<file path="config.mk">
export PLATFORM = sky130hd
export DESIGN_NAME = compare_output_pin_and_normal_count
export DESIGN_NICKNAME = d
export VERILOG_FILES = /design/src/hw/cmp_out_pkg.sv /design/src/hw/compare_output_pin_and_normal_count.sv
export SDC_FILE = /design/constraint.sdc
export NUM_CORES = 1
export LEC_CHECK = 0
export ABC_CLOCK_PERIOD_IN_PS = 5780
export BUFFER_PORTS_ARGS = -buffer_cell sky130_fd_sc_hd__buf_4
export CAP_MARGIN = 30
export CORE_MARGIN = 2
export CORE_UTILIZATION = 45
export DETAILED_ROUTE_END_ITERATION = 7
export SLEW_MARGIN = 0
export SYNTH_ARGS = -nofsm -noshare
export SYNTH_HDL_FRONTEND = slang
export SYNTH_SLANG_ARGS = --single-unit
</file>
<file path="constraint.sdc">
create_clock -name i_clk_sys -period 5.78 [get_ports i_clk_sys]
set_input_delay 0.578 -clock i_clk_sys [delete_from_list [all_inputs] [get_ports i_clk_sys]]
set_output_delay 0.578 -clock i_clk_sys [all_outputs]
set_load 0.02 [all_outputs]
</file>
<file path="src/hw/cmp_out_pkg.sv">
package cmp_out_pkg;

  // ==========================================================================
  // Register map (word offsets on the plain port)
  // ==========================================================================
  localparam logic [3:0] ADDR_CTRL    = 4'h0;
  localparam logic [3:0] ADDR_COUNT   = 4'h1;
  localparam logic [3:0] ADDR_CMPVAL  = 4'h2;
  localparam logic [3:0] ADDR_STATUS  = 4'h3;
  localparam logic [3:0] ADDR_PORT    = 4'h4;

  // ==========================================================================
  // Control, status and port field positions
  // ==========================================================================
  localparam int CTRL_WAVE_LSB   = 0;
  localparam int CTRL_ACTION_LSB = 2;
  localparam int CTRL_FORCE_BIT  = 4;
  localparam int CTRL_RUN_BIT    = 5;
  localparam int STAT_OVF_BIT    = 0;
  localparam int STAT_CMF_BIT    = 1;
  localparam int STAT_STATE_BIT  = 2;
  localparam int PORT_VAL_BIT    = 0;
  localparam int PORT_DIR_BIT    = 1;

  // ==========================================================================
  // Reset values and counts
  // ==========================================================================
  localparam logic [7:0] COUNT_MAX   = 8'hFF;
  localparam logic [7:0] COUNT_ZERO  = 8'h00;
  localparam logic [7:0] CMPVAL_RST  = 8'h00;
  localparam logic [1:0] RST_FIELD   = 2'h0;

  typedef enum logic [1:0] {
    WAVE_NORMAL = 2'b00,
    WAVE_PCPWM  = 2'b01,
    WAVE_CTC    = 2'b10,
    WAVE_FPWM   = 2'b11
  } wave_mode_e;

  typedef enum logic [1:0] {
    ACT_NONE   = 2'b00,
    ACT_TOGGLE = 2'b01,
    ACT_CLEAR  = 2'b10,
    ACT_SET    = 2'b11
  } out_action_e;

  typedef struct packed {
    logic [3:0] addr;
    logic [7:0] wdata;
    logic       wr;
    logic       rd;
  } bus_req_s;

endpackage

</file>
<file path="src/hw/compare_output_pin_and_normal_count.sv">
// The address map and the strobed register port were chosen for this implementation.
`timescale 1ns/1ps
`default_nettype none

module compare_output_pin_and_normal_count (
  // Clock, reset, enable
  input  wire logic                  i_clk_sys,
  input  wire logic                  i_sys_rst,
  input  wire logic                  i_clk_en,
  // Register port
  input  wire cmp_out_pkg::bus_req_s i_bus,
  output logic [7:0]                 o_rdata,
  // Interrupt service acknowledges
  input  wire logic                  i_ovf_ack,
  input  wire logic                  i_cmf_ack,
  // Compare pin
  input  wire logic                  i_pin,
  output logic                       o_pin_out,
  output logic                       o_pin_oe,
  // Flags
  output logic                       o_overflow_flag,
  output logic                       o_compare_match_flag
);
  import cmp_out_pkg::*;

  // ==========================================================================
  // State
  // ==========================================================================
  typedef struct packed {
    logic [1:0] waveform_mode_field;
    logic [1:0] output_action_field;
    logic       run;
    logic [7:0] counter_value;
    logic [7:0] compare_value;
    logic       up;
    logic       overflow_flag;
    logic       compare_match_flag;
    logic       match_d;
    logic       block;
    logic       compare_output_state;
    logic       port_val;
    logic       compare_pin_direction_bit;
    logic [2:0] pin_sync;
    logic       pin_level;
    logic [7:0] rdata;
    logic       pin_out;
    logic       pin_oe;
  } state_s;

  state_s st_r;
  state_s st_nxt;

  function automatic logic is_pwm(input logic [1:0] wm);
    is_pwm = (wm == WAVE_FPWM) || (wm == WAVE_PCPWM);
  endfunction

  function automatic logic apply_act(input logic [1:0] act, input logic cur);
    case (act)
      ACT_TOGGLE: apply_act = ~cur;
      ACT_CLEAR:  apply_act = 1'b0;
      ACT_SET:    apply_act = 1'b1;
      default:    apply_act = cur;
    endcase
  endfunction

  logic wr_ctrl;
  logic wr_count;
  logic force_hit;
  logic match_now;
  logic ovf_evt;
  logic [7:0] rd_mux;

  assign wr_ctrl   = i_bus.wr && (i_bus.addr == ADDR_CTRL);
  assign wr_count  = i_bus.wr && (i_bus.addr == ADDR_COUNT);
  assign force_hit = wr_ctrl && i_bus.wdata[CTRL_FORCE_BIT]
                     && !is_pwm(i_bus.wdata[CTRL_WAVE_LSB +: 2]);
  assign match_now = (st_r.counter_value == st_r.compare_value) && !st_r.block;

  // ==========================================================================
  // Next state
  // ==========================================================================
  always_comb begin
    st_nxt  = st_r;
    ovf_evt = 1'b0;
    rd_mux  = 8'h00;

    // Pin input, three stages; level moves once the last two agree
    st_nxt.pin_sync = {st_r.pin_sync[1:0], i_pin};
    if (st_r.pin_sync[2] == st_r.pin_sync[1]) begin
      st_nxt.pin_level = st_r.pin_sync[2];
    end

    // Counting follows only the waveform mode; action field not consulted
    if (st_r.run) begin
      case (st_r.waveform_mode_field)
        WAVE_NORMAL: begin
          st_nxt.counter_value = st_r.counter_value + 8'h01;
          ovf_evt = (st_r.counter_value == COUNT_MAX);
        end
        WAVE_CTC: begin
          if (match_now) begin
            st_nxt.counter_value = COUNT_ZERO;
          end else begin
            st_nxt.counter_value = st_r.counter_value + 8'h01;
          end
          ovf_evt = (st_r.counter_value == COUNT_MAX);
        end
        WAVE_FPWM: begin
          st_nxt.counter_value = st_r.counter_value + 8'h01;
          ovf_evt = (st_r.counter_value == COUNT_MAX);
        end
        WAVE_PCPWM: begin
          if (st_r.up) begin
            st_nxt.counter_value = st_r.counter_value + 8'h01;
            if (st_r.counter_value == (COUNT_MAX - 8'h01)) begin
              st_nxt.up = 1'b0;
            end
          end else begin
            st_nxt.counter_value = st_r.counter_value - 8'h01;
            if (st_r.counter_value == (COUNT_ZERO + 8'h01)) begin
              st_nxt.up = 1'b1;
              ovf_evt   = 1'b1;
            end
          end
        end
        default: st_nxt.counter_value = st_r.counter_value;
      endcase
      st_nxt.block = 1'b0;

      // Compare state update on a real match, using the action now held
      if (match_now) begin
        if (!is_pwm(st_r.waveform_mode_field)) begin
          st_nxt.compare_output_state =
            apply_act(st_r.output_action_field, st_r.compare_output_state);
        end else if (st_r.output_action_field[1]) begin
          // Bit 0 selects inverted polarity
          if (st_r.waveform_mode_field == WAVE_FPWM || st_r.up) begin
            st_nxt.compare_output_state = st_r.output_action_field[0];
          end else begin
            st_nxt.compare_output_state = ~st_r.output_action_field[0];
          end
        end
      end
      if (st_r.waveform_mode_field == WAVE_FPWM && st_r.output_action_field[1]
          && st_r.counter_value == COUNT_MAX) begin
        st_nxt.compare_output_state = ~st_r.output_action_field[0];
      end
    end
    st_nxt.match_d = st_r.run && match_now;

    // Flags: hardware set wins over the acknowledge
    if (i_ovf_ack) begin
      st_nxt.overflow_flag = 1'b0;
    end
    if (ovf_evt) begin
      st_nxt.overflow_flag = 1'b1;
    end
    if (i_cmf_ack) begin
      st_nxt.compare_match_flag = 1'b0;
    end
    if (st_r.match_d) begin
      st_nxt.compare_match_flag = 1'b1;
    end

    // Register writes
    if (wr_ctrl) begin
      st_nxt.waveform_mode_field = i_bus.wdata[CTRL_WAVE_LSB +: 2];
      st_nxt.output_action_field = i_bus.wdata[CTRL_ACTION_LSB +: 2];
      st_nxt.run                 = i_bus.wdata[CTRL_RUN_BIT];
      if (force_hit) begin
        // Forced match touches only the compare state
        st_nxt.compare_output_state = apply_act(i_bus.wdata[CTRL_ACTION_LSB +: 2],
                                                st_r.compare_output_state);
      end
    end
    if (wr_count) begin
      st_nxt.counter_value = i_bus.wdata;
      st_nxt.block         = 1'b1;
    end
    if (i_bus.wr && i_bus.addr == ADDR_CMPVAL) begin
      st_nxt.compare_value = i_bus.wdata;
    end
    if (i_bus.wr && i_bus.addr == ADDR_PORT) begin
      st_nxt.port_val                  = i_bus.wdata[PORT_VAL_BIT];
      st_nxt.compare_pin_direction_bit = i_bus.wdata[PORT_DIR_BIT];
    end

    // Read data
    case (i_bus.addr)
      ADDR_CTRL: begin
        rd_mux[CTRL_WAVE_LSB +: 2]   = st_r.waveform_mode_field;
        rd_mux[CTRL_ACTION_LSB +: 2] = st_r.output_action_field;
        rd_mux[CTRL_RUN_BIT]         = st_r.run;
      end
      ADDR_COUNT:  rd_mux = st_r.counter_value;
      ADDR_CMPVAL: rd_mux = st_r.compare_value;
      ADDR_STATUS: begin
        rd_mux[STAT_OVF_BIT]   = st_r.overflow_flag;
        rd_mux[STAT_CMF_BIT]   = st_r.compare_match_flag;
        rd_mux[STAT_STATE_BIT] = st_r.compare_output_state;
      end
      ADDR_PORT: begin
        rd_mux[PORT_VAL_BIT] = st_r.pin_level;
        rd_mux[PORT_DIR_BIT] = st_r.compare_pin_direction_bit;
      end
      default: rd_mux = 8'h00;
    endcase
    st_nxt.rdata = i_bus.rd ? rd_mux : 8'h00;

    // Pin override, independent of waveform mode
    st_nxt.pin_out = (st_nxt.output_action_field != ACT_NONE)
                     ? st_nxt.compare_output_state : st_nxt.port_val;
    st_nxt.pin_oe  = st_nxt.compare_pin_direction_bit;
  end

  // ==========================================================================
  // Registers
  // ==========================================================================
  always_ff @(posedge i_clk_sys or posedge i_sys_rst) begin
    if (i_sys_rst) begin
      st_r <= '0;
      st_r.compare_value <= CMPVAL_RST;
      st_r.up            <= 1'b1;
    end else if (i_clk_en) begin
      st_r <= st_nxt;
    end
  end

  assign o_rdata              = st_r.rdata;
  assign o_pin_out            = st_r.pin_out;
  assign o_pin_oe             = st_r.pin_oe;
  assign o_overflow_flag      = st_r.overflow_flag;
  assign o_compare_match_flag = st_r.compare_match_flag;
endmodule

`default_nettype wire

</file>
==> results.sh <==
export IMPL_synthesis_area_sq_um=2750
export IMPL_synth_edff_count=0
export IMPL_io_buffers=31
export IMPL_grt_pass1_wl_mm=11.3
export IMPL_finalHoldViolations=0
export IMPL_setup_slack_ns=3.51
export IMPL_drc=0
export IMPL_synthCells=290
export IMPL_slew_viol_final=0
export IMPL_final_cells=381
export IMPL_power_internal_uw=619
export IMPL_vias=2255
export IMPL_finalPower_mw=1.03
export IMPL_ys_warnings_count=0
export IMPL_cp_depth=6
export IMPL_dieArea_sq_um=6740
export IMPL_worstReg2RegStart="st_r[36]$_DFFE_PP0P_"
export IMPL_clk_insertion_delay_late_ns=0.30
export IMPL_nNetsFinal=332
export IMPL_ys_seq_area_share_pct=38.3
export IMPL_ys_dominant_reg_cell="dfrtp_1"
export IMPL_coreArea_sq_um=5920
export IMPL_power_switching_uw=412
export IMPL_p_sw_share_pct=40.0
export IMPL_syn_num_nets=317
export IMPL_async_reset_ff_share_pct=100
export IMPL_antenna_found_initial=0
export IMPL_finish_utilization_pct=51.4
export IMPL_hp_class="primary input to asynchronous set/reset pin"
export IMPL_nFillCells=597
export IMPL_grt_usage_pct=22.2
export IMPL_worst_path_buf_inv=1
export IMPL_relSlewSlack_pct=48.7
export IMPL_end_kind="register"
export IMPL_cp_max_fo=12
export IMPL_wl_per_cell_microns=18.4
export IMPL_fin_area_sq_um=3040
export IMPL_critPathMaxStageDelay_ns=0.55
export IMPL_post_cts_resized=0
export IMPL_clk_transition_reported_paths_ns=0.08
export IMPL_synth_top_cell_by_area="dfrtp_1"
export IMPL_power_frac_clock_pct=19.6
export IMPL_cts_tree="yes"
export IMPL_top_level_ports=32
export IMPL_start_util_pct=46.4
export IMPL_via_per_inst=5.92
export IMPL_startpoint="i_bus[11]"
export IMPL_p_leak_nw=1.30
export IMPL_clockRootBuffer="clkbuf_8"
export IMPL_synth_top_cell_area_share_pct=37.4
export IMPL_area_growth_syn_to_layout_pct=10.8
export IMPL_rsz0062_at_grt="no"
export IMPL_synth_avg_cell_area_sq_um=9.47
export IMPL_min_period_over_period_pct=39.3
export IMPL_mostFrequentLayoutCells="dfrtp_1, buf_4, nand2_1, nor2_1"
export IMPL_status="complete, no violations"
export IMPL_fin_skew_ns=0.00949
export IMPL_startpoint_type="primary input"
export IMPL_timing_rr_end="st_r[37]$_DFFE_PP0P_"
export IMPL_synth_area_top_cells="dfrtp_1, mux2_2, ha_1"
export IMPL_drt_initial_drc_count=195
export IMPL_dr_pass1_iters=4
export IMPL_cts_buffers=5
export IMPL_ys_types=60
export IMPL_power_frac_seq_pct=44.8
export IMPL_synth_seq_cells=42
export IMPL_required_ns=6.00
export IMPL_worst_slew_pin_slew_ns=0.764
export IMPL_grt_overflow_total=0
export IMPL_tns_ns=0
export IMPL_cp_slowest_cell="or4b_4"
export IMPL_placed_area_sq_um=2950
export IMPL_r2r_slack_ns=3.66
export IMPL_htreeDepth=2
export IMPL_layout_drive_gt1_share_pct=21.6
export IMPL_totalWireLength_mm=7.03
export IMPL_drtAntennaViolNets=0
export IMPL_cp_arrival_ns=2.49
export IMPL_ff2ff_path_depth=6
export IMPL_gp_congestion=0.888
export IMPL_max_freq_mhz=440
export IMPL_vdd_drop_max_mv=0.141
export IMPL_worstSetupPathType="primary input to register"
export IMPL_finalSetupViolations=0
export IMPL_n_antenna_cell=0
export IMPL_comb_power_share_pct=35.6
export IMPL_min_period_ns=2.27
export IMPL_postCtsSetupBuffers=0
export IMPL_crit_family="simple AND/OR/NAND/NOR gates"
export IMPL_grt_pass1_vias=2182
export IMPL_dieHeight_microns=82.1
export IMPL_grt_max_degree=43
export IMPL_layout_commonest_cell="dfrtp_1"
export IMPL_place_inst=373
export IMPL_drv_cap=0
export IMPL_clock_sinks=42
export IMPL_num_rows=28
export IMPL_dpl_worst_slack_ns=3.20
export IMPL_cts_hold_buf=0
export IMPL_place_hpwl_mm=5.09
export IMPL_cp_endpoint="o_pin_out$_DFFE_PP0P_"
export IMPL_power_density_nw_per_um2=339
export IMPL_whs_ns=0.409
export IMPL_crit_chain="buf_4 > or4b_4 > nor4b_1 > mux2_2 > a311o_1 > o211ai_2"
export IMPL_die_w_microns=82.1
export IMPL_clk_path_buf_depth=2
==> final cells by class <==
cell class              count  area (sq um)  share of cell area [%]
flip-flops and latches     42          1050                    34.6
clock inverters             2          12.5                   0.411
well taps                  75          93.8                    3.08
clock buffers               6          82.6                    2.71
inverters                  15          56.3                    1.85
multi-input cells         208          1500                    49.2
repair buffers             33           248                    8.14
==> kinds of logic after synthesis <==
group           Yosys count  share of synthesized area, %
flops                    42                          38.3
fa+ha+maj                 7                          3.19
compound gates           73                          19.1
mux                      23                          10.1
xor+xnor                 15                          4.79
buf+inv                  40                          7.11
simple gates             90                          17.4
==> layer usage <==
layer	vias to the layer above	global-route usage, %	wire length [microns]	share of wire, %
met5	-	0	0	0
met4	0	6.83	78	1.1
met3	9	3.04	289	4.1
met2	54	35.1	3250	46
met1	1109	31.6	3410	48
li1	1083	-	-	-
==> registers in the layout, summed over array words and instances (netlist names) <==
signal	cells
o_compare_match_flag	1
o_pin_out	1
o_pin_oe	1
st_nxt	2
st_r	28
o_rdata	8
o_overflow_flag	1
==> power by group through the flow <==
| stage | logic (mW) | registers (mW) | clock network [mW] |
|---|---|---|---|
| after floorplan | 0.317 | 0.404 | 0 |
| after detailed placement | 0.362 | 0.465 | 0 |
| after global routing | 0.413 | 0.473 | 0.218 |
| after CTS | 0.366 | 0.459 | 0.210 |
| final | 0.367 | 0.462 | 0.202 |
| after global placement | 0.355 | 0.465 | 0 |
==> tightest hold or removal path, stage by stage <==
cell	delay [ns]
buf_4	0.11
clkinv_1	0.03
buf_4	0.45
==> worst min-delay path by stage <==
stage	start	to	slack [ns]
finish	i_sys_rst	st_nxt[12]$_DFFE_PP0P_	0.41
CTS	i_sys_rst	st_r[30]$_DFFE_PP0P_	0.43
global route	i_sys_rst	st_nxt[12]$_DFFE_PP0P_	0.45
global placement	st_r[17]$_DFFE_PP0P_	st_r[17]$_DFFE_PP0P_	0.47
detailed placement	st_r[17]$_DFFE_PP0P_	st_r[17]$_DFFE_PP0P_	0.48
floorplan	st_r[15]$_DFFE_PP0P_	st_r[15]$_DFFE_PP0P_	0.45
==> Yosys cell counts (all sizes together) (3+ instances only) <==
cell and n:
buf 16, a31oi 3, xnor2 6, a21oi 8, nand4 4, ha 7, mux2 17, nor3 8
xor2 9, nand2b 4, a22oi 5, o211ai 4, nor4b 3, nand2 22, and2 4, o2bb2ai 9
mux2i 4, or3 3, nor2 17, dfrtp 41, nor2b 6, a211oi 3, inv 15, o21ai 17
a221oi 6, nand3 7, clkbuf 9
(Power assumes the default switching activity.)
